**src/shared/rxsc_map.svh**
```systemverilog
// Register offsets, field positions, reset values and limits of the rx counters
`ifndef RXSC_MAP_SVH
`define RXSC_MAP_SVH

// Register bus geometry
`define RXSC_ADDR_W 8
`define RXSC_DATA_W 32

// Counter bank: five one-word registers from the base, one word apart
`define RXSC_OFS_CNT_BASE 8'h00
`define RXSC_OFS_CNT_STEP 8'h04
`define RXSC_OFS_RXERR 8'h00
`define RXSC_OFS_SHORT 8'h04
`define RXSC_OFS_LONG 8'h08
`define RXSC_OFS_RESID 8'h0C
`define RXSC_OFS_MCAST 8'h10

// Control and status words
`define RXSC_OFS_LIMIT 8'h14
`define RXSC_OFS_CTRL 8'h18
`define RXSC_OFS_STAT 8'h1C
`define RXSC_OFS_LAST 8'h20

// Counter geometry
`define RXSC_CNT_W 16
`define RXSC_CNT_NUM 5
`define RXSC_CNT_MAX 16'hFFFF
`define RXSC_CNT_RST 16'h0000

// Frame length checks, in bytes
`define RXSC_LEN_W 16
`define RXSC_MIN_FRAME 16'h0040
`define RXSC_LIMIT_RST 16'h05EE

// Control word fields
`define RXSC_CTRL_EN_BIT 0
`define RXSC_CTRL_RST 1'h1

// Status word fields
`define RXSC_STAT_SAT_LSB 0
`define RXSC_STAT_FRAME_BIT 8

`endif

```
**src/shared/rxsc_pkg.sv**
```systemverilog
// Types shared by the receive statistics counter block
package rxsc_pkg;

	// Index of each counter in the bank
	typedef enum logic [2:0] {
		CNT_RXERR,
		CNT_SHORT,
		CNT_LONG,
		CNT_RESID,
		CNT_MCAST
	} rxsc_cnt_e;

	// Receive line tracking
	typedef enum logic {
		RX_IDLE,
		RX_FRAME
	} rxsc_rx_e;

	typedef logic [15:0] rxsc_count_t;

	// End-of-frame report from the frame parser, same clock
	typedef struct packed {
		logic done;
		logic [15:0] len_bytes;
		logic residual;
		logic multicast;
	} rxsc_frame_s;

endpackage

```
**src/rtl/rxsc_pin_sync.sv**
```systemverilog
// Two-flop synchroniser for pins arriving from the PHY
module rxsc_pin_sync #(
	parameter int WIDTH = 2
) (
	input wire logic sys_clk, // System clock
	input wire logic arst_n, // Asynchronous reset, active low
	input wire logic [WIDTH-1:0] pin_in, // Raw pin levels
	output logic [WIDTH-1:0] pin_out // Synchronised levels
);

	logic [WIDTH-1:0] meta_r;
	logic [WIDTH-1:0] sync_r;

	always_ff @(posedge sys_clk or negedge arst_n) begin
		if (!arst_n) begin
			meta_r <= '0;
			sync_r <= '0;
		end else begin
			meta_r <= pin_in;
			sync_r <= meta_r;
		end
	end

	assign pin_out = sync_r;

endmodule

```
**src/rtl/rxsc_sat_counter.sv**
```systemverilog
// Saturating event counter with a clear that overrides counting
`include "rxsc_map.svh"

module rxsc_sat_counter #(
	parameter int WIDTH = 16
) (
	input wire logic sys_clk, // System clock
	input wire logic arst_n, // Asynchronous reset, active low
	input wire logic inc, // One-cycle count event
	input wire logic clr, // One-cycle clear
	output logic [WIDTH-1:0] count, // Current count
	output logic saturated // Count stands at its top value
);

	logic [WIDTH-1:0] count_r;
	logic [WIDTH-1:0] count_nxt;
	wire at_top = (count_r == {WIDTH{1'b1}});

	// Clear first, then a count that stops at the top
	assign count_nxt = clr ? '0 :
		(inc && !at_top) ? count_r + 1'b1 : count_r;

	always_ff @(posedge sys_clk or negedge arst_n) begin
		if (!arst_n) begin
			count_r <= '0;
		end else begin
			count_r <= count_nxt;
		end
	end

	assign count = count_r;
	assign saturated = at_top;

endmodule

```
**src/rtl/rxsc_rx_stat.sv**
```systemverilog
// Receive error statistics counters with their register port
//
// Operation
// - Each counter is 16 bits wide in the low half of a 32-bit word.
// - The receive error counter steps once per rising receive-error pin while a frame is in progress.
// - Every counter stops at 65,535 and holds there on further events.
// - Any write to a counter register clears it, whatever the data.
// - Bits 31 to 16 of every counter register read as zero.
// - The short counter steps for each frame below 64 bytes.
// - The long counter steps for each whole-byte frame longer than the limit.
// - A frame with residual bits never steps the long counter.
// - The residual counter steps for each frame not a whole byte long.
// - The multicast counter steps for each multicast frame.
//
// Implementation choices: strobed register access and the register offsets.
`include "rxsc_map.svh"

module rxsc_rx_stat #(
	parameter int CNT_W = `RXSC_CNT_W,
	parameter logic [15:0] LIMIT_RESET = `RXSC_LIMIT_RST
) (
	input wire logic sys_clk, // System clock, 250 MHz
	input wire logic arst_n, // Asynchronous reset, active low
	input wire logic [7:0] reg_addr, // Register byte address
	input wire logic [31:0] reg_wdata, // Register write data
	input wire logic reg_wr, // Write strobe, one cycle
	input wire logic reg_rd, // Read strobe, one cycle
	output logic [31:0] reg_rdata, // Read data, cycle after the strobe
	input wire logic phy_rx_dv, // PHY receive data valid pin
	input wire logic phy_rx_er, // PHY receive error pin
	input wire rxsc_pkg::rxsc_frame_s frame_rpt, // End-of-frame report
	output logic [4:0] count_sat // Counters at their top value
);

	localparam int NUM = `RXSC_CNT_NUM;

	// Pin synchronisation
	logic [1:0] pin_raw;
	logic [1:0] pin_sync;
	logic rx_dv_s;
	logic rx_er_s;

	assign pin_raw = {phy_rx_er, phy_rx_dv};

	rxsc_pin_sync #(
		.WIDTH(2)
	) u_pin_sync (
		.sys_clk(sys_clk),
		.arst_n(arst_n),
		.pin_in(pin_raw),
		.pin_out(pin_sync)
	);

	assign rx_dv_s = pin_sync[0];
	assign rx_er_s = pin_sync[1];

	// Receive line tracking
	rxsc_pkg::rxsc_rx_e rx_state_r;
	rxsc_pkg::rxsc_rx_e rx_state_nxt;
	logic rx_er_d_r;
	logic er_rise;
	logic in_frame;

	always_comb begin
		rx_state_nxt = rx_state_r;
		case (rx_state_r)
			rxsc_pkg::RX_IDLE: begin
				if (rx_dv_s) begin
					rx_state_nxt = rxsc_pkg::RX_FRAME;
				end
			end
			rxsc_pkg::RX_FRAME: begin
				if (!rx_dv_s) begin
					rx_state_nxt = rxsc_pkg::RX_IDLE;
				end
			end
			default: begin
				rx_state_nxt = rxsc_pkg::RX_IDLE;
			end
		endcase
	end

	always_ff @(posedge sys_clk or negedge arst_n) begin
		if (!arst_n) begin
			rx_state_r <= rxsc_pkg::RX_IDLE;
			rx_er_d_r <= 1'b0;
		end else begin
			rx_state_r <= rx_state_nxt;
			rx_er_d_r <= rx_er_s;
		end
	end

	// Only the assertion edge of the error pin counts, once per episode
	assign er_rise = rx_er_s && !rx_er_d_r;
	assign in_frame = rx_dv_s || (rx_state_r == rxsc_pkg::RX_FRAME);

	// Software registers
	logic [15:0] limit_r;
	logic [15:0] limit_nxt;
	logic ctrl_en_r;
	logic ctrl_en_nxt;
	logic [3:0] last_r;
	logic [3:0] last_nxt;

	// Address decode
	wire hit_limit = (reg_addr == `RXSC_OFS_LIMIT);
	wire hit_ctrl = (reg_addr == `RXSC_OFS_CTRL);
	wire hit_stat = (reg_addr == `RXSC_OFS_STAT);
	wire hit_last = (reg_addr == `RXSC_OFS_LAST);
	logic [NUM-1:0] hit_cnt;

	assign limit_nxt = (reg_wr && hit_limit) ? reg_wdata[15:0] : limit_r;
	assign ctrl_en_nxt = (reg_wr && hit_ctrl) ?
		reg_wdata[`RXSC_CTRL_EN_BIT] : ctrl_en_r;

	// Frame classification on the parser's end-of-frame report
	logic frm_done;
	logic is_short;
	logic is_long;
	logic is_resid;
	logic is_mcast;

	assign frm_done = frame_rpt.done;
	assign is_short = frame_rpt.len_bytes < `RXSC_MIN_FRAME;
	// Strictly above the limit: a frame exactly at the limit is not long
	assign is_long = (frame_rpt.len_bytes > limit_r)
		&& !frame_rpt.residual;
	assign is_resid = frame_rpt.residual;
	assign is_mcast = frame_rpt.multicast;

	// Last frame flags, kept for software to inspect
	assign last_nxt = frm_done ?
		{is_mcast, is_resid, is_long, is_short} : last_r;

	always_ff @(posedge sys_clk or negedge arst_n) begin
		if (!arst_n) begin
			limit_r <= LIMIT_RESET;
			ctrl_en_r <= `RXSC_CTRL_RST;
			last_r <= 4'h0;
		end else begin
			limit_r <= limit_nxt;
			ctrl_en_r <= ctrl_en_nxt;
			last_r <= last_nxt;
		end
	end

	// Count events, gated by the enable bit
	logic [NUM-1:0] cnt_ev;

	assign cnt_ev[rxsc_pkg::CNT_RXERR] = ctrl_en_r && er_rise
		&& in_frame;
	assign cnt_ev[rxsc_pkg::CNT_SHORT] = ctrl_en_r && frm_done
		&& is_short;
	assign cnt_ev[rxsc_pkg::CNT_LONG] = ctrl_en_r && frm_done
		&& is_long;
	assign cnt_ev[rxsc_pkg::CNT_RESID] = ctrl_en_r && frm_done
		&& is_resid;
	assign cnt_ev[rxsc_pkg::CNT_MCAST] = ctrl_en_r && frm_done
		&& is_mcast;

	// Counter bank
	logic [CNT_W-1:0] cnt_val [NUM];
	logic [NUM-1:0] cnt_clr;
	logic [NUM-1:0] cnt_top;

	genvar gi;
	generate
		for (gi = 0; gi < NUM; gi++) begin : g_cnt
			assign hit_cnt[gi] = (reg_addr == 8'(`RXSC_OFS_CNT_BASE
				+ gi * `RXSC_OFS_CNT_STEP));
			// Data value is ignored on a counter write
			assign cnt_clr[gi] = reg_wr && hit_cnt[gi];
			rxsc_sat_counter #(
				.WIDTH(CNT_W)
			) u_cnt (
				.sys_clk(sys_clk),
				.arst_n(arst_n),
				.inc(cnt_ev[gi]),
				.clr(cnt_clr[gi]),
				.count(cnt_val[gi]),
				.saturated(cnt_top[gi])
			);
		end
	endgenerate

	// Read selection
	logic [31:0] rd_cnt;
	logic [31:0] rd_limit;
	logic [31:0] rd_ctrl;
	logic [31:0] rd_stat;
	logic [31:0] rd_last;
	logic [31:0] rd_mux;
	logic [31:0] rdata_r;
	logic [31:0] rdata_nxt;
	logic [4:0] sat_r;

	// Upper half of a counter word is reserved and reads as zero
	assign rd_cnt = hit_cnt[0] ? {16'h0000, cnt_val[0]} :
		hit_cnt[1] ? {16'h0000, cnt_val[1]} :
		hit_cnt[2] ? {16'h0000, cnt_val[2]} :
		hit_cnt[3] ? {16'h0000, cnt_val[3]} :
		hit_cnt[4] ? {16'h0000, cnt_val[4]} : 32'h00000000;
	assign rd_limit = {16'h0000, limit_r};
	assign rd_ctrl = {31'h00000000, ctrl_en_r};
	assign rd_stat = {23'h000000, in_frame, 3'h0, cnt_top};
	assign rd_last = {28'h0000000, last_r};

	// Unmapped addresses read as zero
	assign rd_mux = (|hit_cnt) ? rd_cnt :
		hit_limit ? rd_limit :
		hit_ctrl ? rd_ctrl :
		hit_stat ? rd_stat :
		hit_last ? rd_last : 32'h00000000;

	// Data stands only in the cycle after the read strobe
	assign rdata_nxt = reg_rd ? rd_mux : 32'h00000000;

	always_ff @(posedge sys_clk or negedge arst_n) begin
		if (!arst_n) begin
			rdata_r <= 32'h00000000;
			sat_r <= 5'h00;
		end else begin
			rdata_r <= rdata_nxt;
			sat_r <= cnt_top;
		end
	end

	assign reg_rdata = rdata_r;
	assign count_sat = sat_r;

endmodule

```
**config.mk**
```make
export PLATFORM = sky130hd
export DESIGN_NAME = rxsc_rx_stat
export DESIGN_NICKNAME = d
export VERILOG_FILES = /design/src/shared/rxsc_pkg.sv /design/src/rtl/rxsc_pin_sync.sv /design/src/rtl/rxsc_sat_counter.sv /design/src/rtl/rxsc_rx_stat.sv
export VERILOG_INCLUDE_DIRS = /design/src /design/src/shared
export SDC_FILE = /design/constraint.sdc
export NUM_CORES = 1
export LEC_CHECK = 0
export BUFFER_PORTS_ARGS = -buffer_cell sky130_fd_sc_hd__buf_4
export CELL_PAD_IN_SITES_DETAIL_PLACEMENT = 2
export CELL_PAD_IN_SITES_GLOBAL_PLACEMENT = 2
export CORE_MARGIN = 5
export CORE_UTILIZATION = 23
export CTS_CLUSTER_SIZE = 10
export DETAILED_ROUTE_END_ITERATION = 16
export GPL_TIMING_DRIVEN = 1
export PLACE_DENSITY = 0.53
export SLEW_MARGIN = 30
export SYNTH_ARGS = -nofsm -noshare
export SYNTH_HDL_FRONTEND = slang
export SYNTH_HIERARCHICAL = 1
export SYNTH_SLANG_ARGS = --single-unit
```
**constraint.sdc**
```tcl
create_clock -name sys_clk -period 5.4 [get_ports sys_clk]
set_input_delay 1.08 -clock sys_clk [delete_from_list [all_inputs] [get_ports sys_clk]]
set_output_delay 1.08 -clock sys_clk [all_outputs]
set_load 0.02 [all_outputs]
```
; ---- Yosys cells after proc, flatten, opt, wreduce, memory -nomap -nowiden
; Cells that the tools add are included.
[word_totals]
ff_bits = 128
in_bits = 65
output_inout_bits = 37
elab_cells = 92
[classes]
addsub = 5
order_cmp = 2
eq_ne = 13
n_mux = 22
n_reduce_logical = 36
[op_table]
columns = cell, n
row1 = $mux W16, 18
row2 = $add A16 B1 Y16 const B, 5
row3 = $eq A16 B16 Y1 const B, 5
row4 = $eq A8 B5 Y1 const B, 4
row5 = $logic_and A1 B1 Y1, 21
row6 = $mux W9, 2
row7 = $eq A8 B4 Y1 const B, 2
row8 = $gt A16 B16 Y1, 1
row9 = $lt A16 B7 Y1 const B, 1
row10 = $reduce_bool A2 Y1, 5
row11 = $eq A8 B3 Y1 const B, 1
row12 = $eq A8 B6 Y1 const B, 1
row13 = $logic_not A8 Y1, 1
row14 = $logic_not A1 Y1, 7
row15 = $reduce_or A5 Y1, 1
row16 = $mux W4, 1
row17 = $logic_or A1 B1 Y1, 1
row18 = $mux W1, 1

; ---- Longest topological paths before layout
; Gate-level depths: netlist (run 1).
[depth]
depth_word = 8
depth_mapped = 12
mapped_depth_nobuf = 11

; ---- Hierarchy
; Netlist (run 1), hierarchy kept.
[by_module_without_submodules]
columns = mod, instances, cells_each, area_each_um2
row1 = rxsc_sat_counter, 5, 102, 959.7
row2 = rxsc_rx_stat, 1, 369, 3295.7
row3 = rxsc_pin_sync, 1, 4, 100.1

; ---- Least setup slack after synthesis (run 1)
; OpenSTA, ideal clock, no wires.
[synth_path]
path_kind = input to register
start = in frame_rpt[17] (netlist bit)
end = reg g_cnt[2].u_cnt.count_r[10]
setup_time_ns = 0.078
arrival_ns = 3.304
required_time_ns = 5.322
setup_slack_ns = 2.018
cell_stages = 11
path_buffers = 1
path_cell_list = ha_1 > nand4_1 > nor4_1 > nand2_1 > a31oi_1 > and2_1 > clkbuf_8 > nand2_1 > or4_1 > or3_1 > a21oi_1
[synth_between]
elab_chain_cells = 5
[synth_lines]
columns = item, line
row1 = from (decl), rxsc_rx_stat.sv:31  ; input wire rxsc_pkg::rxsc_frame_s frame_rpt,
row2 = $gt A16 B16 Y1, rxsc_rx_stat.sv:126  ; assign is_long = (frame_rpt.len_bytes > limit_r)
row3 = $logic_and A1 B1 Y1, rxsc_rx_stat.sv:127  ; && !frame_rpt.residual;
row4 = $logic_and A1 B1 Y1, rxsc_rx_stat.sv:155  ; && is_long;
row5 = named net cnt_ev[2], rxsc_rx_stat.sv:148  ; logic [NUM-1:0] cnt_ev;
row6 = $logic_and A1 B1 Y1, rxsc_sat_counter.sv:21  ; (inc && !at_top) ? count_r + 1'b1 : count_r;
row7 = $reduce_bool A2 Y1 (no line), --
row8 = to (signal assigned), rxsc_sat_counter.sv:27  ; count_r <= count_nxt;
row9 = to (decl), rxsc_sat_counter.sv:15  ; logic [WIDTH-1:0] count_r;
; The timed path passes the listed nets, and every way through them passes these cells.
; A chain may end at the register's enable or synchronous reset.

; ---- Final worst setup path (run 1)
[layout_path]
start = in frame_rpt[13] (netlist bit)
end = reg g_cnt[2].u_cnt.count_r[10]
; Same word-level chain as after synthesis.

==> flow_summary.json, run 1 <==
{
  "die_area_um2": 39500,
  "std_cell_rows": 69,
  "critPathLaunchType": "primary input",
  "drt-pass1-iter-count": 4,
  "netlist_area_um2": 8190,
  "crit_type": "primary input to flop",
  "ys_warn_count": 6,
  "dieHeight_um": 199,
  "port_buffers": 69,
  "clock_latency_ns": 0.44,
  "place.gp.congestion": 0.770,
  "path_buf_inv": 1,
  "path_cells": "buf_4 > ha_1 > nand4_1 > nor4_1 > nand2_1 > a31oi_1 > and2_1 > nand2_1 > or4_1 > or3_1 > a21oi_1",
  "nNetsFinal": 1022,
  "clock_sinks": 128,
  "cts_max_level": 4,
  "wl_per_cell_um": 22.2,
  "post_cts.repair.setup_buffers": 0,
  "drcViolationCount": 0,
  "status": "complete, no violations",
  "grt_max_degree": 59,
  "overflow": 0,
  "postCtsHoldBufs": 0,
  "worst_slew_pin_slew_ns": 0.880,
  "cts-root-buf": "clkbuf_16",
  "cap_violations": 0,
  "cpPeakStageDelay_ns": 0.62,
  "cts_buffers": 17,
  "critPathSlowestCell": "nor4_1",
  "p_per_area_nw_per_um2": 273,
  "ant_nets": 0,
  "finalCriticalPeriod_ns": 3.74,
  "antenna_found_initial": 0,
  "relSlewSlack": 0.411,
  "via_count": 7241,
  "design_area_um2": 9660,
  "cts_tree": "yes",
  "hp-class": "flop to flop",
  "grt_pass1_wl_mm": 48.1,
  "area_delta_synth_final_pct": 17.9,
  "track_usage": 0.161,
  "arrival_ns": 4.10,
  "yosys_register_bits": 128,
  "via_per_inst": 5.14,
  "drv_slew": 0,
  "die_x_um": 199,
  "drt_iter0_drc": 349,
  "mostFrequentLayoutCells": "119 x dfrtp_1, 79 x buf_4, 76 x a21oi_1",
  "critPathTopFamily": "simple AND/OR/NAND/NOR gates",
  "core-area_um2": 35400,
  "rsz0062_at_grt": "no",
  "clockBufferDepth": 2,
  "tns_ns": 0,
  "fin_worst_skew_ns": 0.00810,
  "synth_sequential_area_ratio": 0.392,
  "async_flop_share": 1.00,
  "place.detailed.hpwl_mm": 23.4,
  "grt_pass1_vias": 7765,
  "setup_viol": 0,
  "period_share": 0.693,
  "start_util": 0.231,
  "final_core_util": 0.273,
  "postSynthAreaPerCell_um2": 9.28,
  "cp_common_cell": "nand2_1",
  "synth_ff_type": "dfrtp_1",
  "worstPathMaxFanout": 10,
  "vdd_drop_max_uv": 214,
  "drt_wl_total_mm": 31.3,
  "synth_cell_types": 69,
  "io-pin-count": 102,
  "fmax_mhz": 267,
  "worstPathRequired_ns": 5.76,
  "final_common_cell": "dfrtp_1",
  "placed_cell_area_um2": 8980,
  "syn_inst": 883,
  "power_mw": 2.64,
  "post_cts_resized": 0,
  "clk_pin_slew_ns": 0.06,
  "drive_gt1_frac": 0.190,
  "cellLeakagePower_nw": 3.91,
  "diodes": 0,
  "synth_edf_count": 0,
  "critPathCaptureType": "flop",
  "finalHoldViolCount": 0
}
[state kept, by name, summed over array words and instances (netlist names)]
name,cells
count_sat,5
rx_state_r,1
u_pin_sync/meta_r,2
rx_er_d_r,1
reg_rdata,16
ctrl_en_r,1
limit_r,16
u_pin_sync/pin_out,2
last_r,4
g_cnt.u_cnt/count,80
[power by group]
group	switching, mW	total (mW)	leakage, nW	internal, mW
sequential	0.0536	1.05	1.66	0.992
combinational	0.141	0.232	1.93	0.0917
clock	0.478	1.36	0.321	0.882
[cells by family (layout without fill, tap and decap cells)]
group                      count (synthesis)  in the layout  synth area share
buffers and inverters                     93            144            0.0693
and+or+nand+nor                          351            351             0.249
muxes                                     44             44            0.0605
AOI/OAI and AO/OA                        245            245             0.197
DFF                                      128            128             0.392
adders and majority gates                 21             21            0.0321
other                                      1             16          0.000458
[metal layers]
layer | GRT usage | up-vias | routed length, um
li1 | - | 3419 | -
met1 | 0.220 | 3734 | 14900
met2 | 0.264 | 65 | 15100
met3 | 0.0279 | 23 | 721
met4 | 0.0441 | 0 | 527
met5 | 0 | - | 0
[per-stage QoR]
stage	setup WS (ns)	cells	hold slack, ns
5_1_grt	1.43	1410	0.356
3_3_place_gp	1.24	1378	0.333
3_5_place_dp	1.21	1378	0.338
4_1_cts	1.69	1410	0.354
2_1_floorplan	2.02	898	0.331
6_report	1.66	1410	0.350
[synth_stat cells (10+ instances only)]
library cell	number	area share
buf_2	16	0.0098
nand4_1	28	0.021
mux2_1	10	0.014
ha_1	21	0.032
nand2b_1	19	0.015
nand2_1	56	0.026
nand3_1	42	0.026
or4_1	15	0.014
clkbuf_1	10	0.0046
mux2_2	24	0.033
o21ai_0	54	0.033
nor2b_1	16	0.012
nor2_1	52	0.024
nor4_1	29	0.022
dfrtp_1	119	0.36
or3_1	27	0.021
nor3_1	21	0.013
a21oi_1	76	0.046
a31oi_1	12	0.0092
buf_4	17	0.016
o31ai_1	13	0.012
inv_1	32	0.015
[area by class of cell]
class	count	area (um2)
Clock inverter	12	230
Fill cell	4018	25700
Timing Repair Buffer	80	604
Tap cell	461	577
Multi-Input combinational cell	677	4470
Sequential cell	128	3210
Clock buffer	20	447
Inverter	32	120
[path summary, 6_finish.rpt]
kind	startpoint	end	slack [ns]	cells past startpoint
max in group asynchronous	arst_n	reg_rdata[2]$_DFF_PN0_	3.80	2
max reg2reg	limit_r[8]$_DFFE_PN1P_	g_cnt[2].u_cnt/count[10]$_DFFE_PN0P_	1.86	11
min reg2reg	u_pin_sync/meta_r[1]$_DFF_PN0_	u_pin_sync/pin_out[1]$_DFF_PN0_	0.35	0
min	u_pin_sync/meta_r[1]$_DFF_PN0_	u_pin_sync/pin_out[1]$_DFF_PN0_	0.35	0
min in group asynchronous	arst_n	g_cnt[1].u_cnt/count[4]$_DFFE_PN0P_	0.63	1
max	frame_rpt[13]	g_cnt[2].u_cnt/count[10]$_DFFE_PN0P_	1.66	11
(Power assumes the default switching activity.)
==> run 2, diff against run 1 <==
--- a/config.mk
+++ b/config.mk
@@ -6,6 +6,7 @@
 export SDC_FILE = /design/constraint.sdc
 export NUM_CORES = 1
 export LEC_CHECK = 0
+export ABC_AREA = 1
 export BUFFER_PORTS_ARGS = -buffer_cell sky130_fd_sc_hd__buf_4
 export CELL_PAD_IN_SITES_DETAIL_PLACEMENT = 2
 export CELL_PAD_IN_SITES_GLOBAL_PLACEMENT = 2
@@ -14,7 +15,7 @@
 export CTS_CLUSTER_SIZE = 10
 export DETAILED_ROUTE_END_ITERATION = 16
 export GPL_TIMING_DRIVEN = 1
-export PLACE_DENSITY = 0.53
+export PLACE_DENSITY = 0.6
 export SLEW_MARGIN = 30
 export SYNTH_ARGS = -nofsm -noshare
 export SYNTH_HDL_FRONTEND = slang
==> constraint.sdc (replaced) <==
create_clock -name sys_clk -period 3.1 [get_ports sys_clk]
set_input_delay 0.62 -clock sys_clk [delete_from_list [all_inputs] [get_ports sys_clk]]
set_output_delay 0.62 -clock sys_clk [all_outputs]
set_load 0.02 [all_outputs]
==> flow_summary.json, run 2 <==
{
  "status": "complete, no violations",
  "cpPeakStageDelay_ns": 0.57,
  "finalCriticalPeriod_ns": 2.49,
  "drv_slew": 0,
  "setup_viol": 0,
  "arrival_ns": 2.82,
  "worst_slew_pin_slew_ns": 0.639,
  "place.detailed.hpwl_mm": 26.2,
  "cellLeakagePower_nw": 4.80,
  "grt_max_degree": 64,
  "critPathSlowestCell": "dfstp_2",
  "relSlewSlack": 0.571,
  "synth_edf_count": 0,
  "cts_buffers": 17,
  "post_cts.repair.setup_buffers": 0,
  "track_usage": 0.167,
  "whs_ns": 0.0785,
  "std_cell_rows": 70,
  "synth_top_area_cell": "dfrtp_1",
  "die_area_um2": 40900,
  "area_delta_synth_final_pct": 19.1,
  "synthTopCellsByArea": "dfrtp_1 35%, nand2_1 17%, nand3_1 8.5%",
  "port_buffers": 69,
  "hp-class": "primary input to async pin",
  "diodes": 0,
  "final_common_cell": "nand2_1",
  "critPathLaunchType": "flop",
  "drt_wl_total_mm": 33.7,
  "synth.top_cell.area_share": 0.350,
  "largest_register_ffs": 80,
  "start_util": 0.233,
  "dieHeight_um": 202,
  "synth_ff_type": "dfrtp_1",
  "cts-root-buf": "clkbuf_16",
  "path_cells": "inv_1 > ha_1 > nand2_1 > o21ai_0 > nand2_1 > nand2_1 > nand2_1 > nand2_1 > nand2_1 > nor2_1 > inv_1 > o21ai_4 > clkinv_2 > nand2_1 > nand2_1",
  "period_share": 0.802,
  "synth_most_common_cell": "nand2_1",
  "overflow": 0,
  "worstPathRequired_ns": 3.43,
  "path_buf_inv": 3,
  "critPathTopFamily": "simple AND/OR/NAND/NOR gates",
  "crit_type": "flop to flop",
  "synth_sequential_area_ratio": 0.378,
  "tns_ns": 0,
  "drt-pass1-iter-count": 4,
  "synth_cell_types": 33,
  "power_mw": 4.43,
  "grt_pass1_wl_mm": 52.8,
  "drcViolationCount": 0,
  "via_per_inst": 4.65,
  "cap_violations": 0,
  "core-area_um2": 36500,
  "clk_pin_slew_ns": 0.06,
  "die_x_um": 202,
  "clockBufferDepth": 2,
  "setup_slack_ns": 0.613,
  "async_flop_share": 1.00,
  "ant_nets": 0,
  "critPathCaptureType": "flop",
  "rsz0062_at_grt": "no",
  "cts_tree": "yes",
  "via_count": 8284,
  "post_cts_resized": 0,
  "fmax_mhz": 402,
  "vdd_drop_max_uv": 385,
  "worstPathMaxFanout": 15,
  "yosys_register_bits": 128,
  "syn_inst": 1226,
  "cp_common_cell": "nand2_1",
  "num-fill-cells": 4382,
  "drive_gt1_frac": 0.143,
  "postCtsHoldBufs": 0,
  "mostFrequentLayoutCells": "395 x nand2_1, 144 x nand3_1, 124 x nor2_1",
  "netlist_area_um2": 8500,
  "p_per_area_nw_per_um2": 438,
  "place.gp.congestion": 0.790,
  "drt_iter0_drc": 320,
  "nNetsFinal": 1386,
  "cts_max_level": 4,
  "fin_worst_skew_ns": 0.00685,
  "finalHoldViolCount": 0,
  "clock_sinks": 128,
  "clock_latency_ns": 0.45,
  "ys_warn_count": 6,
  "io-pin-count": 102,
  "dp_slack_ns": 0.410,
  "wl_per_cell_um": 18.9,
  "grt_pass1_vias": 9035,
  "synth_commonest_cells": "395 x nand2_1, 144 x nand3_1, 124 x nor2_1",
  "antenna_found_initial": 0,
  "postSynthAreaPerCell_um2": 6.93
}
==> run 2: path summary, 6_finish.rpt <==
check	start	end	slack, ns	cells after the start
max	limit_r[3]$_DFFE_PN1P_	g_cnt[2].u_cnt/count[11]$_DFFE_PN0P_	0.61	15
min	arst_n	g_cnt[4].u_cnt/count[6]$_DFFE_PN0P_	0.08	1
max reg2reg	limit_r[3]$_DFFE_PN1P_	g_cnt[2].u_cnt/count[11]$_DFFE_PN0P_	0.61	15
min reg2reg	u_pin_sync/meta_r[0]$_DFF_PN0_	u_pin_sync/pin_out[0]$_DFF_PN0_	0.35	0
max in group asynchronous	arst_n	ctrl_en_r$_DFFE_PN1P_	2.19	2
min in group sys_clk	phy_rx_dv	u_pin_sync/meta_r[0]$_DFF_PN0_	0.27	1
==> run 2: cells by family (layout without fill, tap and decap cells) <==
| group | Yosys count | after routing | synth area share |
|---|---|---|---|
| AOI/OAI and AO/OA | 92 | 92 | 0.0654 |
| and+or+nand+nor | 783 | 783 | 0.405 |
| other | 1 | 16 | 0.000441 |
| buffers and inverters | 181 | 253 | 0.0999 |
| DFF | 128 | 128 | 0.378 |
| xor gates and xnor gates | 20 | 20 | 0.0206 |
| adders and majority gates | 21 | 21 | 0.0309 |
==> run 2: power breakdown <==
part	internal, mW	switching [mW]
Clock	1.45	0.864
Sequential	1.73	0.0704
Combinational	0.116	0.207
==> run 2: area by class of cell <==
class                      instances  area [um2]  share of cell area
multi-input combinational        932        4490               0.444
sequential                       128        3210               0.318
timing repair buffer              87         669              0.0661
tap                              468         586              0.0578
inverter                         134         509              0.0503
clock buffer                      18         439              0.0434
clock inverter                    14         213              0.0210
==> run 2: stage by stage <==
step                      instance area (um2)  utilization  instances
after floorplan                          8560            -       1241
after global placement                   9470        0.259       1749
after detailed placement                 9470        0.259       1749
after CTS                               10100        0.277       1781
after global routing                    10100        0.277       1781
final                                   10100        0.277       1781
==> run 2: routing by layer <==
metal,vias to the layer above,wire [um],GRT usage
li1,4070,-,-
met1,4139,16300,0.224
met2,54,16400,0.284
met3,21,756,0.0278
met4,0,291,0.0337
met5,-,0,0
==> run 3, diff against run 2 <==
--- a/config.mk
+++ b/config.mk
@@ -6,7 +6,7 @@
 export SDC_FILE = /design/constraint.sdc
 export NUM_CORES = 1
 export LEC_CHECK = 0
-export ABC_AREA = 1
+export ABC_AREA = 0
 export BUFFER_PORTS_ARGS = -buffer_cell sky130_fd_sc_hd__buf_4
 export CELL_PAD_IN_SITES_DETAIL_PLACEMENT = 2
 export CELL_PAD_IN_SITES_GLOBAL_PLACEMENT = 2
@@ -15,7 +15,7 @@
 export CTS_CLUSTER_SIZE = 10
 export DETAILED_ROUTE_END_ITERATION = 16
 export GPL_TIMING_DRIVEN = 1
-export PLACE_DENSITY = 0.6
+export PLACE_DENSITY = 0.55
 export SLEW_MARGIN = 30
 export SYNTH_ARGS = -nofsm -noshare
 export SYNTH_HDL_FRONTEND = slang
==> constraint.sdc (replaced) <==
create_clock -name sys_clk -period 2.1 [get_ports sys_clk]
set_input_delay 0.42 -clock sys_clk [delete_from_list [all_inputs] [get_ports sys_clk]]
set_output_delay 0.42 -clock sys_clk [all_outputs]
set_load 0.02 [all_outputs]
==> flow_summary.json, run 3 (synthesis results as in run 1) <==
{
  "std_cell_rows": 69,
  "tns_ns": -10.73,
  "port_buffers": 69,
  "die_x_um": 199,
  "nNetsFinal": 1247,
  "fin_worst_skew_ns": 0.0135,
  "clock_latency_ns": 0.44,
  "hp-class": "primary input to flop",
  "wl_per_cell_um": 21.2,
  "whs_ns": 0.0803,
  "worstPathRequired_ns": 2.47,
  "violations": "negative setup slack",
  "finalHoldViolCount": 0,
  "fmax_mhz": 345,
  "start_util": 0.231,
  "clockBufferDepth": 2,
  "grt_pass1_wl_mm": 53.6,
  "clk_pin_slew_ns": 0.06,
  "place.gp.congestion": 0.834,
  "design_area_um2": 11900,
  "mostFrequentLayoutCells": "290 x buf_4, 114 x dfrtp_1, 64 x a21oi_1",
  "grt_max_degree": 44,
  "cts-root-buf": "clkbuf_16",
  "path_cells": "inv_2 > ha_4 > nand4_1 > nor4_4 > nand2_1 > a31oi_4 > and2_4 > nand2_2 > or4_4 > or3_4 > a21oi_2",
  "setup_viol": 16,
  "place.detailed.hpwl_mm": 27.2,
  "cts_buffers": 17,
  "critPathLaunchType": "flop",
  "final_common_cell": "buf_4",
  "ff2ff_setup_slack_ns": -0.80,
  "arrival_ns": 3.27,
  "setup_slack_ns": -0.799,
  "status": "complete, but fails checks",
  "rsz0062_at_grt": "yes",
  "die_area_um2": 39500,
  "grt_pass1_vias": 9077,
  "drv_slew": 0,
  "cellLeakagePower_nw": 5.16,
  "drcViolationCount": 0,
  "cap_violations": 0,
  "drt_iter0_drc": 289,
  "via_per_inst": 5.02,
  "finalCriticalPeriod_ns": 2.90,
  "drt_wl_total_mm": 34.7,
  "drt-pass1-iter-count": 7,
  "routedLengthMet1_mm": 16.0,
  "power_mw": 6.85,
  "dr_wl_met2_mm": 17.3,
  "period_share": 1.38,
  "overflow": 0,
  "relSlewSlack": 0.612,
  "dr.max_layer_used": "met4",
  "p_per_area_nw_per_um2": 578,
  "io-pin-count": 102,
  "worstPathMaxFanout": 2,
  "crit_type": "flop to flop",
  "vdd_drop_max_uv": 580,
  "cpPeakStageDelay_ns": 0.53,
  "met3_length_um": 733,
  "via_count": 8203,
  "placed_cell_area_um2": 10700,
  "largest_register_ffs": 80,
  "ant_nets": 0,
  "drive_gt1_frac": 0.408,
  "clock_sinks": 128,
  "worst_slew_pin_slew_ns": 0.577,
  "area_delta_synth_final_pct": 44.7,
  "antenna_found_initial": 0,
  "cts_tree": "yes",
  "core-area_um2": 35400,
  "critPathSlowestCell": "dfstp_2",
  "dieHeight_um": 199,
  "diodes": 0,
  "critPathCaptureType": "flop",
  "cts_max_level": 4,
  "num-fill-cells": 3948,
  "track_usage": 0.177
}
==> run 3: cell types whose count changed in the layout (fill, tap and decap cells not counted), sizes merged, moves of 24 or more <==
cell,change
a21oi,+24
nand3,-102
nor2,-94
mux2,+34
nand4,-29
o21ai,+30
nand2,-348
inv,-81
buf,+217
or3,+38
nor4,+24
==> run 3: where the power goes <==
group	internal (mW)	switching, mW	total [mW]
registers	2.55	0.0662	2.62
clock network	2.09	1.25	3.34
logic	0.393	0.495	0.888
total	5.03	1.82	6.85
==> run 3: layer usage <==
metal / vias to the layer above / global-route usage
met1: 4203 / 0.234
met4: 0 / 0.0499
met3: 29 / 0.0249
met2: 95 / 0.302
met5: - / 0
li1: 3876 / -
==> run 3: critical path: cells and delay by family (launching register included) <==
| family | cells | cell delay (ns) |
|---|---|---|
| buffers and inverters | 1 | 0.04 |
| AND/OR/NAND/NOR | 7 | 1.69 |
| adder cells (fa/ha/maj) | 1 | 0.25 |
| AO/OA/AOI/OAI | 2 | 0.30 |
| flip-flops | 1 | 0.53 |
==> run 3: cell type report <==
cell class / count / area, um2 / share of cell area
Multi-Input combinational cell: 677 / 4870 / 0.411
Sequential cell: 128 / 3220 / 0.272
Timing Repair Buffer: 305 / 2420 / 0.204
Tap cell: 461 / 577 / 0.0487
Clock buffer: 20 / 467 / 0.0394
Clock inverter: 12 / 180 / 0.0152
Inverter: 32 / 120 / 0.0101
==> run 3: final timing paths <==
path | from | endpoint | depth (start not counted)
min in group asynchronous | arst_n | g_cnt[1].u_cnt/count[7]$_DFFE_PN0P_ | 2
worst max-delay path | limit_r[10]$_DFFE_PN1P_ | g_cnt[2].u_cnt/count[10]$_DFFE_PN0P_ | 11
worst min-delay path | phy_rx_er | u_pin_sync/meta_r[1]$_DFF_PN0_ | 1
worst max register to register | limit_r[10]$_DFFE_PN1P_ | g_cnt[2].u_cnt/count[10]$_DFFE_PN0P_ | 11
worst min register to register | u_pin_sync/meta_r[1]$_DFF_PN0_ | u_pin_sync/pin_out[1]$_DFF_PN0_ | 0
max in group asynchronous | arst_n | g_cnt[4].u_cnt/count[5]$_DFFE_PN0P_ | 3
==> run 3: metrics by stage <==
| step | utilization | setup slack (ns) | cells |
|---|---|---|---|
| after detailed placement | 0.302 | -0.927 | 1592 |
| final | 0.335 | -0.799 | 1635 |
| after CTS | 0.327 | -0.770 | 1630 |
| after global routing | 0.335 | -0.888 | 1635 |
| after floorplan | - | -0.653 | 898 |
| after global placement | 0.302 | -0.815 | 1592 |
==> run 3: timing repair <==
item | in CTS | in global routing
gates resized for setup | 31 | 57
pin swaps | 13 | 15
setup buffers | 5 | 5
hold buffers | 1 | 0
setup endpoints to repair | 25 | 40
endpoints found under the hold margin | 14 | 0
